`src/hdl/hs_int_slots_consts.svh`:
```
// Offsets, field positions and reset values for the interrupt slot block.
// Assumes word-indexed Avalon-MM addressing; included by bare name.
`ifndef HS_INT_SLOTS_CONSTS_SVH
`define HS_INT_SLOTS_CONSTS_SVH

// Register word indices
`define REG_CTRL 4'h0
`define REG_SCHED 4'h1
`define REG_WORD5 4'h2
`define REG_WORD4 4'h3
`define REG_IRQ_STAT 4'h4
`define REG_IRQ_MASK 4'h5
`define REG_MF2_HI 4'h6

// Control register fields
`define CTRL_VALID_BIT 0
`define CTRL_DIR_IN_BIT 1
`define CTRL_FRAME_LSB 3
`define CTRL_FRAME_MSB 7

// Result code bits per microframe
`define RC_XACT_ERR 0
`define RC_BABBLE 1
`define RC_UNDERRUN 2

// Interrupt status bits
`define IRQ_SLOT_DONE 0
`define IRQ_SLOT_ERR 1
`define IRQ_RETIRED 2

// Reset values
`define SCHED_RST 8'h00
`define FRAME_SEL_RST 5'h00
`define IRQ_MASK_RST 3'h0

`endif

```
`src/hdl/hs_int_slots_pkg.sv`:
```
// Types shared by the interrupt slot block.
// Assumes the consts header is compiled alongside.
`default_nettype none
package hs_int_slots_pkg;

  // Engine states
  typedef enum logic [0:0] {
    ST_IDLE = 1'b0,
    ST_BUSY = 1'b1
  } eng_state_t;

  // Answer from the link engine for one transaction
  typedef struct packed {
    logic done;
    logic [11:0] bytes;
    logic xact_err;
    logic babble;
    logic underrun;
  } txn_rsp_t;

  // Avalon-MM request side
  typedef struct packed {
    logic [3:0] address;
    logic read;
    logic write;
    logic [31:0] writedata;
  } avs_req_t;

  // Whole state of the slot block
  typedef struct packed {
    eng_state_t st;
    logic valid;
    logic dir_in;
    logic [4:0] frame_sel;
    logic [7:0] mask;
    logic [7:0][2:0] codes;
    logic [11:0] cnt0;
    logic [11:0] cnt1;
    logic [11:0] cnt2;
    logic [2:0] slot;
    logic ack;
    logic [31:0] rdata;
    logic [2:0] irq_stat;
    logic [2:0] irq_mask;
  } slot_state_t;

endpackage
`default_nettype wire

```
`src/hdl/hs_int_slots.sv`:
```
// Per-microframe slot handling of a high-speed interrupt transfer descriptor.
// Assumes microframe start, frame number and transaction answers come from
// logic on mclk; software reaches the descriptor over Avalon-MM.
//
// The register offsets and register access over Avalon-MM were chosen for this implementation.
`default_nettype none
`include "hs_int_slots_consts.svh"
module hs_int_slots (
  input wire logic mclk,
  input wire logic rst,
  input wire hs_int_slots_pkg::avs_req_t avs_req,
  output logic [31:0] avs_readdata,
  output logic avs_waitrequest,
  input wire logic uframe_start,
  input wire logic [10:0] frame_num,
  input wire logic [2:0] uframe_idx,
  input wire hs_int_slots_pkg::txn_rsp_t txn_rsp,
  output logic txn_req,
  output logic txn_dir_in,
  output logic irq
);
  import hs_int_slots_pkg::*;

  // All state lives in one struct, registered once per edge
  slot_state_t cur_ff; // Registered state
  slot_state_t nxt_cur; // Next state
  // Helper nets of the next-state logic
  logic [2:0] new_code; // Result code of the answering transaction
  logic frame_hit; // Descriptor frame matches bus frame
  logic bus_wr; // Write taken this edge
  logic bus_rd_start; // Read request first cycle
  logic [7:0] cleared_mask; // Mask after hardware clear

  // Result code of the current answer
  mf_result_enc u_enc (
    .dir_in(cur_ff.dir_in),
    .xact_err(txn_rsp.xact_err),
    .babble(txn_rsp.babble),
    .underrun(txn_rsp.underrun),
    .code(new_code)
  );

  // Frame test: zero field lets the mask alone decide
  assign frame_hit = (cur_ff.frame_sel == `FRAME_SEL_RST) ||
                     (cur_ff.frame_sel == frame_num[4:0]);
  // A write lands in the second request cycle, a read loads data in the first
  assign bus_wr = avs_req.write & cur_ff.ack;
  assign bus_rd_start = avs_req.read & ~cur_ff.ack;
  // Schedule with the serviced slot's bit removed
  assign cleared_mask = cur_ff.mask & ~(8'h01 << cur_ff.slot);

  // Next-state logic
  always_comb
  begin
    nxt_cur = cur_ff;
    nxt_cur.ack = (avs_req.read | avs_req.write) & ~cur_ff.ack;
    // Read data captured in the first request cycle
    if (bus_rd_start)
    begin
      unique case (avs_req.address)
        `REG_CTRL:
        begin
          // Frame field, direction and valid
          nxt_cur.rdata = {24'h000000, cur_ff.frame_sel, 1'b0, cur_ff.dir_in, cur_ff.valid};
        end
        `REG_SCHED:
        begin
          // Schedule mask as it stands
          nxt_cur.rdata = {24'h000000, cur_ff.mask};
        end
        `REG_WORD5:
        begin
          // Byte counts: slot 2 low byte, then slots 1 and 0
          nxt_cur.rdata = {cur_ff.cnt2[7:0], cur_ff.cnt1, cur_ff.cnt0};
        end
        `REG_WORD4:
        begin
          // Result codes above the schedule mask
          nxt_cur.rdata = {cur_ff.codes, cur_ff.mask};
        end
        `REG_IRQ_STAT:
        begin
          // Sticky event flags
          nxt_cur.rdata = {29'h00000000, cur_ff.irq_stat};
        end
        `REG_IRQ_MASK:
        begin
          // Interrupt enables
          nxt_cur.rdata = {29'h00000000, cur_ff.irq_mask};
        end
        `REG_MF2_HI:
        begin
          // High nibble of the slot 2 count
          nxt_cur.rdata = {28'h0000000, cur_ff.cnt2[11:8]};
        end
        default:
        begin
          // Unmapped words read zero
          nxt_cur.rdata = 32'h00000000;
        end
      endcase
    end
    // Software writes at the acknowledging edge
    if (bus_wr)
    begin
      unique case (avs_req.address)
        `REG_CTRL:
        begin
          // Valid, direction and frame field
          nxt_cur.valid = avs_req.writedata[`CTRL_VALID_BIT];
          nxt_cur.dir_in = avs_req.writedata[`CTRL_DIR_IN_BIT];
          nxt_cur.frame_sel = avs_req.writedata[`CTRL_FRAME_MSB:`CTRL_FRAME_LSB];
        end
        `REG_IRQ_STAT:
        begin
          // Write one to clear
          nxt_cur.irq_stat = cur_ff.irq_stat & ~avs_req.writedata[2:0];
        end
        `REG_IRQ_MASK:
        begin
          // Interrupt mask, same layout as the status
          nxt_cur.irq_mask = avs_req.writedata[2:0];
        end
        default:
        begin
        end
      endcase
    end
    // Engine
    unique case (cur_ff.st)
      ST_IDLE:
      begin
        // Issue only in matching frame with the slot armed
        if (uframe_start && cur_ff.valid && frame_hit && cur_ff.mask[uframe_idx])
        begin
          // Remember which slot the answer belongs to
          nxt_cur.st = ST_BUSY;
          nxt_cur.slot = uframe_idx;
        end
      end
      ST_BUSY:
      begin
        if (txn_rsp.done)
        begin
          nxt_cur.st = ST_IDLE;
          nxt_cur.codes[cur_ff.slot] = new_code;
          unique case (cur_ff.slot)
            3'h0:
            begin
              nxt_cur.cnt0 = txn_rsp.bytes;
            end
            3'h1:
            begin
              nxt_cur.cnt1 = txn_rsp.bytes;
            end
            3'h2:
            begin
              nxt_cur.cnt2 = txn_rsp.bytes;
            end
            default:
            begin
            end
          endcase
          // Disarm the serviced slot
          nxt_cur.mask = cleared_mask;
          // Flags are set after any software clear above, so the set wins
          nxt_cur.irq_stat[`IRQ_SLOT_DONE] = 1'b1;
          if (new_code != 3'h0)
          begin
            nxt_cur.irq_stat[`IRQ_SLOT_ERR] = 1'b1;
          end
          // Retire on empty schedule or babble on IN
          if (cleared_mask == 8'h00 || (txn_rsp.babble && cur_ff.dir_in))
          begin
            nxt_cur.valid = 1'b0;
            nxt_cur.irq_stat[`IRQ_RETIRED] = 1'b1;
          end
        end
      end
    endcase
    // Software arming is an OR, so it can only raise bits and wins a clash
    if (bus_wr && avs_req.address == `REG_SCHED)
    begin
      nxt_cur.mask = nxt_cur.mask | avs_req.writedata[7:0];
    end
  end

  // State register
  always_ff @(posedge mclk or posedge rst)
  begin
    if (rst)
    begin
      cur_ff <= '0;
    end
    else
    begin
      cur_ff <= nxt_cur;
    end
  end

  // Outputs
  assign avs_readdata = cur_ff.rdata;
  // One wait cycle on every access
  assign avs_waitrequest = (avs_req.read | avs_req.write) & ~cur_ff.ack;
  assign txn_req = (cur_ff.st == ST_BUSY);
  assign txn_dir_in = cur_ff.dir_in;
  // Level interrupt from unmasked status bits
  assign irq = |(cur_ff.irq_stat & cur_ff.irq_mask);
endmodule
`default_nettype wire

```
`src/hdl/mf_result_enc.sv`:
```
// Encoder for one microframe result code.
// Assumes flags are valid in the cycle the transaction answer arrives.
`default_nettype none
`include "hs_int_slots_consts.svh"
module mf_result_enc (
  input wire logic dir_in,
  input wire logic xact_err,
  input wire logic babble,
  input wire logic underrun,
  output logic [2:0] code
);
  // Babble only counts on IN, underrun only on OUT
  always_comb
  begin
    code = 3'h0;
    code[`RC_XACT_ERR] = xact_err;
    code[`RC_BABBLE] = babble & dir_in;
    code[`RC_UNDERRUN] = underrun & ~dir_in;
  end
endmodule
`default_nettype wire

```
`config.mk`:
```
export PLATFORM = sky130hd
export DESIGN_NAME = hs_int_slots
export DESIGN_NICKNAME = d
export VERILOG_FILES = /design/src/hdl/hs_int_slots_pkg.sv /design/src/hdl/hs_int_slots.sv /design/src/hdl/mf_result_enc.sv
export VERILOG_INCLUDE_DIRS = /design/src /design/src/hdl
export SDC_FILE = /design/constraint.sdc
export NUM_CORES = 1
export LEC_CHECK = 0
export BUFFER_PORTS_ARGS = -buffer_cell sky130_fd_sc_hd__buf_4
export CORE_ASPECT_RATIO = 0.75
export CORE_UTILIZATION = 32
export DETAILED_ROUTE_END_ITERATION = 10
export PLACE_DENSITY = 0.55
export SLEW_MARGIN = 20
export SYNTH_ARGS = -nofsm -noshare
export SYNTH_HDL_FRONTEND = slang
export SYNTH_SLANG_ARGS = --single-unit
```
`constraint.sdc`:
```
create_clock -name mclk -period 3.9 [get_ports mclk]
set_input_delay 0.39 -clock mclk [delete_from_list [all_inputs] [get_ports mclk]]
set_output_delay 0.39 -clock mclk [all_outputs]
set_load 0.01 [all_outputs]
```
==> results of run 1 <==
## per-layer routing
layer	wire length [µm]	up-vias	GRT usage (%)
li1	-	1738	-
met1	6640	1926	23.2
met2	6140	98	25.6
met3	666	16	3.56
met4	206	0	6.33
met5	0	-	0
## worst max-delay path by stage
stage               slack, ns                         end  depth (start not counted)        start
floorplan                0.38  asynchronous set/reset pin                          1          rst
finish                   1.85                  cur_ff[47]                          3   cur_ff[40]
global placement         1.69            avs_readdata[21]                          5  avs_req[34]
global route             1.71                  cur_ff[47]                          3   cur_ff[40]
detailed placement       1.69            avs_readdata[29]                          5  avs_req[34]
CTS                      1.85                  cur_ff[47]                          3   cur_ff[40]
## layout by cell type, fill, tap and decap left out, drive strengths merged, types with 3 or more instances in the layout
master	count
a21oi	10
o21ai	46
xor2	3
mux2	69
nor2	14
nand2	61
inv	7
mux4	3
clkbuf	23
clkinv	4
a22oi	24
dfrtp	118
and3	4
buf	80
bufinv	3
nor3	9
nand3b	3
nand2b	7
mux2i	8
nor3b	3
## stage by stage
step | hold slack (ns) | instances | total power [W] | setup slack, ns | cell area, µm²
3_3_place_gp | 0.468 | 708 | 0.00211 | 1.69 | 5970
3_5_place_dp | 0.476 | 708 | 0.00214 | 1.69 | 5970
6_report | 0.132 | 740 | 0.00368 | 1.85 | 6560
5_1_grt | 0.200 | 740 | 0.00385 | 1.71 | 6560
2_1_floorplan | 0.456 | 474 | 0.00193 | 0.381 | 5420
4_1_cts | 0.164 | 740 | 0.00371 | 1.85 | 6560
## worst max-delay path: stages, from the launching register on
cell and delay [ns]:
dfrtp_1 0.57, and3_1 0.24, nand2_1 0.55, mux2_1 0.54
## cell type report
| cell class | instances | area (µm²) | share of cell area, % |
|---|---|---|---|
| Sequential cell | 118 | 2950 | 45.0 |
| Multi-Input combinational cell | 293 | 2110 | 32.1 |
| Timing Repair Buffer | 80 | 613 | 9.35 |
| Clock buffer | 23 | 468 | 7.13 |
| Tap cell | 210 | 263 | 4.01 |
| Clock inverter | 9 | 125 | 1.91 |
| Inverter | 7 | 28.8 | 0.439 |
## report_power, final
part	switching [W]	internal (W)	leakage [nW]
clock network	0.000531	0.00103	0.287
logic	0.000251	0.000254	1.24
registers	0.000182	0.00143	1.59
total	0.000964	0.00271	3.11
## cells by family (layout without fill, tap and decap cells)
family                    count (synthesis)  in the layout  share of synthesized area, %
DFF                                     118            118                          54.5
and+or+nand+nor                         111            111                          9.74
AOI/OAI and AO/OA                        97             97                          11.1
muxes                                    80             80                          17.1
buffers and inverters                    63            119                          6.83
xor gates and xnor gates                  5              5                         0.808
==> results.sh, run 1 <==
export IMPL_route_detailed_drc=7
export IMPL_grt_pass1_vias=3919
export IMPL_areaGrowthSynthToFinish_pct=21.0
export IMPL_cts_root_buf="clkbuf_16"
export IMPL_path_class="reg2reg"
export IMPL_post_cts_buffers=0
export IMPL_finalWeightedCongestion=0.796
export IMPL_ir_worst_vdd_mv=0.334
export IMPL_relSlewSlack_pct=27.3
export IMPL_crit_required_ns=4.18
export IMPL_yosysSeqAreaShare_pct=54.5
export IMPL_worst_r2r_startpoint="cur_ff[40]"
export IMPL_clk_latency_ns=0.41
export IMPL_startpoint_type="flip-flop"
export IMPL_tns_ns=0
export IMPL_critPathCaptureType="flip-flop"
export IMPL_failed_checks="design-rule violations"
export IMPL_fillerInstances=1513
export IMPL_hold_path_class="in2async"
export IMPL_gr_usage_all_layers_pct=16.7
export IMPL_synth_seq_cells=118
export IMPL_period_share_pct=52.5
export IMPL_setup_violations_final=0
export IMPL_cts_repair_resized=0
export IMPL_drt_total_wl_um=13700
export IMPL_yosysWarnings=0
export IMPL_grt_pass1_wl_um=22000
export IMPL_synth_nets=545
export IMPL_synth_edff_count=0
export IMPL_firstDrtPassIters=10
export IMPL_cts_hold_buf=0
export IMPL_r2r_slack_ns=1.85
export IMPL_synth_area_leaders="dfrtp_1, mux2_1, buf_4"
export IMPL_arrival_ns=2.33
export IMPL_grt_max_degree=62
export IMPL_antenna_found_initial=0
export IMPL_viasPerCell=5.11
export IMPL_diodes=0
export IMPL_drv_slew=0
export IMPL_yosysTopAreaCellShare_pct=54.5
export IMPL_die_w_um=152
export IMPL_avgSynthCellArea_um2=11.4
export IMPL_final_layout_size_suffix_gt1_share_pct=23.2
export IMPL_synthDistinctLibCells=45
export IMPL_post_route_util_pct=40.3
export IMPL_rr_worst_depth=3
export IMPL_postSynth_asyncResetShare_pct=100
export IMPL_hpwl_um=9780
export IMPL_yosys_area_top_type="dfrtp_1"
export IMPL_cts_buffers_inserted=17
export IMPL_htreeDepth=4
export IMPL_core_area_mm2=0.0163
export IMPL_hold_viol=0
export IMPL_numPortBuffers=76
export IMPL_period_minus_slack_ns=2.05
export IMPL_synth_area_mm2=0.00542
export IMPL_chipHeight_um=115
export IMPL_cap_violations=0
export IMPL_initial_core_util_pct=33.3
export IMPL_die_area_mm2=0.0175
export IMPL_power_density_mw_per_mm2=561
export IMPL_status="complete, but fails checks"
export IMPL_r2r_end="cur_ff[47]"
export IMPL_cp_max_fo=18
export IMPL_clock_skew_ns=0.0102
export IMPL_pin_count=107
export IMPL_num_rows=40
export IMPL_max_clock_path_buffers=2
export IMPL_postRouteAntennaNets=0
export IMPL_fmax_mhz=488
export IMPL_synthCells=474
export IMPL_synthFlopType="dfrtp_1"
export IMPL_cts_tree="yes"
export IMPL_grt_overflow=0
export IMPL_synth_most_common_cell="dfrtp_1"
export IMPL_rsz0062_at_grt="false"
export IMPL_nNetsFinal=588
export IMPL_num_vias=3778
export IMPL_drt_initial_drc_count=277
export IMPL_worstMarginPinSlew_ns=1.09
export IMPL_clock_sinks=118
export IMPL_clkTransAtPathRegs_ns=0.06
export IMPL_wl_per_cell_um=18.5
export IMPL_p_leak_nw=3.11
export IMPL_synth_commonest_cells="dfrtp_1, mux2_1, nand2_1, o21ai_1, buf_4"
No activity file was read; power rests on OpenSTA's default activity.
==> run 2: changes to the inputs <==
--- a/config.mk
+++ b/config.mk
@@ -10,7 +10,7 @@
 export CORE_ASPECT_RATIO = 0.75
 export CORE_UTILIZATION = 32
 export DETAILED_ROUTE_END_ITERATION = 10
-export PLACE_DENSITY = 0.55
+export PLACE_DENSITY = 0.57
 export SLEW_MARGIN = 20
 export SYNTH_ARGS = -nofsm -noshare
 export SYNTH_HDL_FRONTEND = slang
==> constraint.sdc (replaced) <==
create_clock -name mclk -period 1.7 [get_ports mclk]
set_input_delay 0.17 -clock mclk [delete_from_list [all_inputs] [get_ports mclk]]
set_output_delay 0.17 -clock mclk [all_outputs]
set_load 0.01 [all_outputs]
==> results.sh, run 2 (synthesized netlist as in run 1, its figures left out) <==
export IMPL_status="complete, but fails checks"
export IMPL_failed_checks="design-rule violations, negative setup slack"
export IMPL_relSlewSlack_pct=60.8
export IMPL_areaGrowthSynthToFinish_pct=30.6
export IMPL_final_cells=788
export IMPL_final_layout_size_suffix_gt1_share_pct=30.1
export IMPL_ir_worst_vdd_mv=0.635
export IMPL_drt_initial_drc_count=235
export IMPL_crit_required_ns=1.99
export IMPL_layout_commonest_cell="dfrtp_1"
export IMPL_setup_violations_final=4
export IMPL_postRouteAntennaNets=0
export IMPL_htreeDepth=4
export IMPL_grt_overflow=0
export IMPL_finalWeightedCongestion=0.866
export IMPL_num_vias=3961
export IMPL_arrival_ns=2.09
export IMPL_drt_total_wl_um=14500
export IMPL_core_area_mm2=0.0163
export IMPL_fin_ws_ns=-0.107
export IMPL_wl_per_cell_um=18.4
export IMPL_fmax_mhz=553
export IMPL_hpwl_um=10500
export IMPL_drv_slew=0
export IMPL_stdcell_area_mm2=0.00708
export IMPL_clock_skew_ns=0.00811
export IMPL_tns_ns=-0.342
export IMPL_hold_viol=0
export IMPL_clk_latency_ns=0.40
export IMPL_chipHeight_um=115
export IMPL_cts_root_buf="clkbuf_16"
export IMPL_route_detailed_drc=5
export IMPL_num_rows=40
export IMPL_cap_violations=0
export IMPL_firstDrtPassIters=7
export IMPL_diodes=0
export IMPL_cp_max_fo=3
export IMPL_hold_path_class="in2reg"
export IMPL_preCtsSetupSlack_ns=-0.106
export IMPL_clkTransAtPathRegs_ns=0.05
export IMPL_startpoint_type="flip-flop"
export IMPL_rsz0062_at_grt="true"
export IMPL_grt_pass1_wl_um=23300
export IMPL_die_w_um=152
export IMPL_cts_buffers_inserted=17
export IMPL_critPathCaptureType="flip-flop"
export IMPL_pin_count=107
export IMPL_cts_tree="yes"
export IMPL_viasPerCell=5.03
export IMPL_gr_usage_all_layers_pct=17.7
export IMPL_max_clock_path_buffers=2
export IMPL_worstMarginPinSlew_ns=0.582
export IMPL_power_w=0.00884
export IMPL_clock_sinks=118
export IMPL_placed_area_mm2=0.00628
export IMPL_period_minus_slack_ns=1.81
export IMPL_grt_pass1_vias=4210
export IMPL_p_leak_nw=3.39
export IMPL_path_class="reg2reg"
export IMPL_final_cell_mix="dfrtp_1, buf_4, nand2_1, mux2_1, o21ai_1"
export IMPL_grt_max_degree=72
export IMPL_numPortBuffers=76
export IMPL_dp_cells=742
export IMPL_period_share_pct=106
export IMPL_nNetsFinal=636
export IMPL_power_density_mw_per_mm2=1250
export IMPL_initial_core_util_pct=33.3
export IMPL_die_area_mm2=0.0175
export IMPL_antenna_found_initial=0
run 2: metal layers:
layer  track usage [%]  wire length, µm  vias to the layer above
met5                 0                0                        -
met4              4.97               77                        0
met3              4.43              884                        8
met2              27.5             6600                      102
met1              24.5             6920                     2021
li1                  -                -                     1830
run 2: layout make-up:
class | count | area, µm²
clock inverter | 9 | 123
multi-input combinational | 293 | 2150
tap | 210 | 263
timing repair buffer | 128 | 1070
clock buffer | 23 | 488
fill | 1528 | 9190
sequential | 118 | 2950
inverter | 7 | 30.0
run 2: power by group:
| part | switching [W] | total (W) | internal, W |
|---|---|---|---|
| Combinational | 0.000738 | 0.00154 | 0.000798 |
| Clock | 0.00123 | 0.00368 | 0.00245 |
| Sequential | 0.000348 | 0.00363 | 0.00328 |
| Total | 0.00232 | 0.00884 | 0.00652 |
run 2: worst max-delay path, stage by stage, from the launching register on:
cell,delay (ns)
dfrtp_1,0.38
or4_4,0.55
nor2_4,0.09
a31oi_2,0.05
nor3_2,0.15
buf_4,0.17
mux2_4,0.30
run 2: worst paths after layout:
| path | startpoint | endpoint | slack [ns] | depth (start not counted) |
|---|---|---|---|---|
| worst max-delay path | cur_ff[111] | cur_ff[40] | -0.11 | 6 |
| worst min-delay path | txn_rsp[4] | cur_ff[55] | 0.02 | 2 |
| worst max register to register | cur_ff[111] | cur_ff[40] | -0.11 | 6 |
| worst min register to register | avs_readdata[8] | avs_readdata[8] | 0.48 | 2 |
| max in group asynchronous | rst | cur_ff[103] | 0.65 | 4 |
| min in group asynchronous | rst | cur_ff[54] | 0.35 | 3 |
run 2: through the flow:
stage / utilization, % / hold slack, ns
6_report: 43.5 / 0.0175
5_1_grt: 43.5 / 0.0128
3_5_place_dp: 38.6 / 0.218
2_1_floorplan: - / 0.269
4_1_cts: 43.2 / -0.00162
3_3_place_gp: 38.6 / 0.212
run 2: what timing repair did:
action	4_1_cts	5_1_grt
hold endpoints to repair	31	0
setup buffers	3	1
resized for setup	1	13
setup endpoints to repair	3	26
hold buffers	11	0
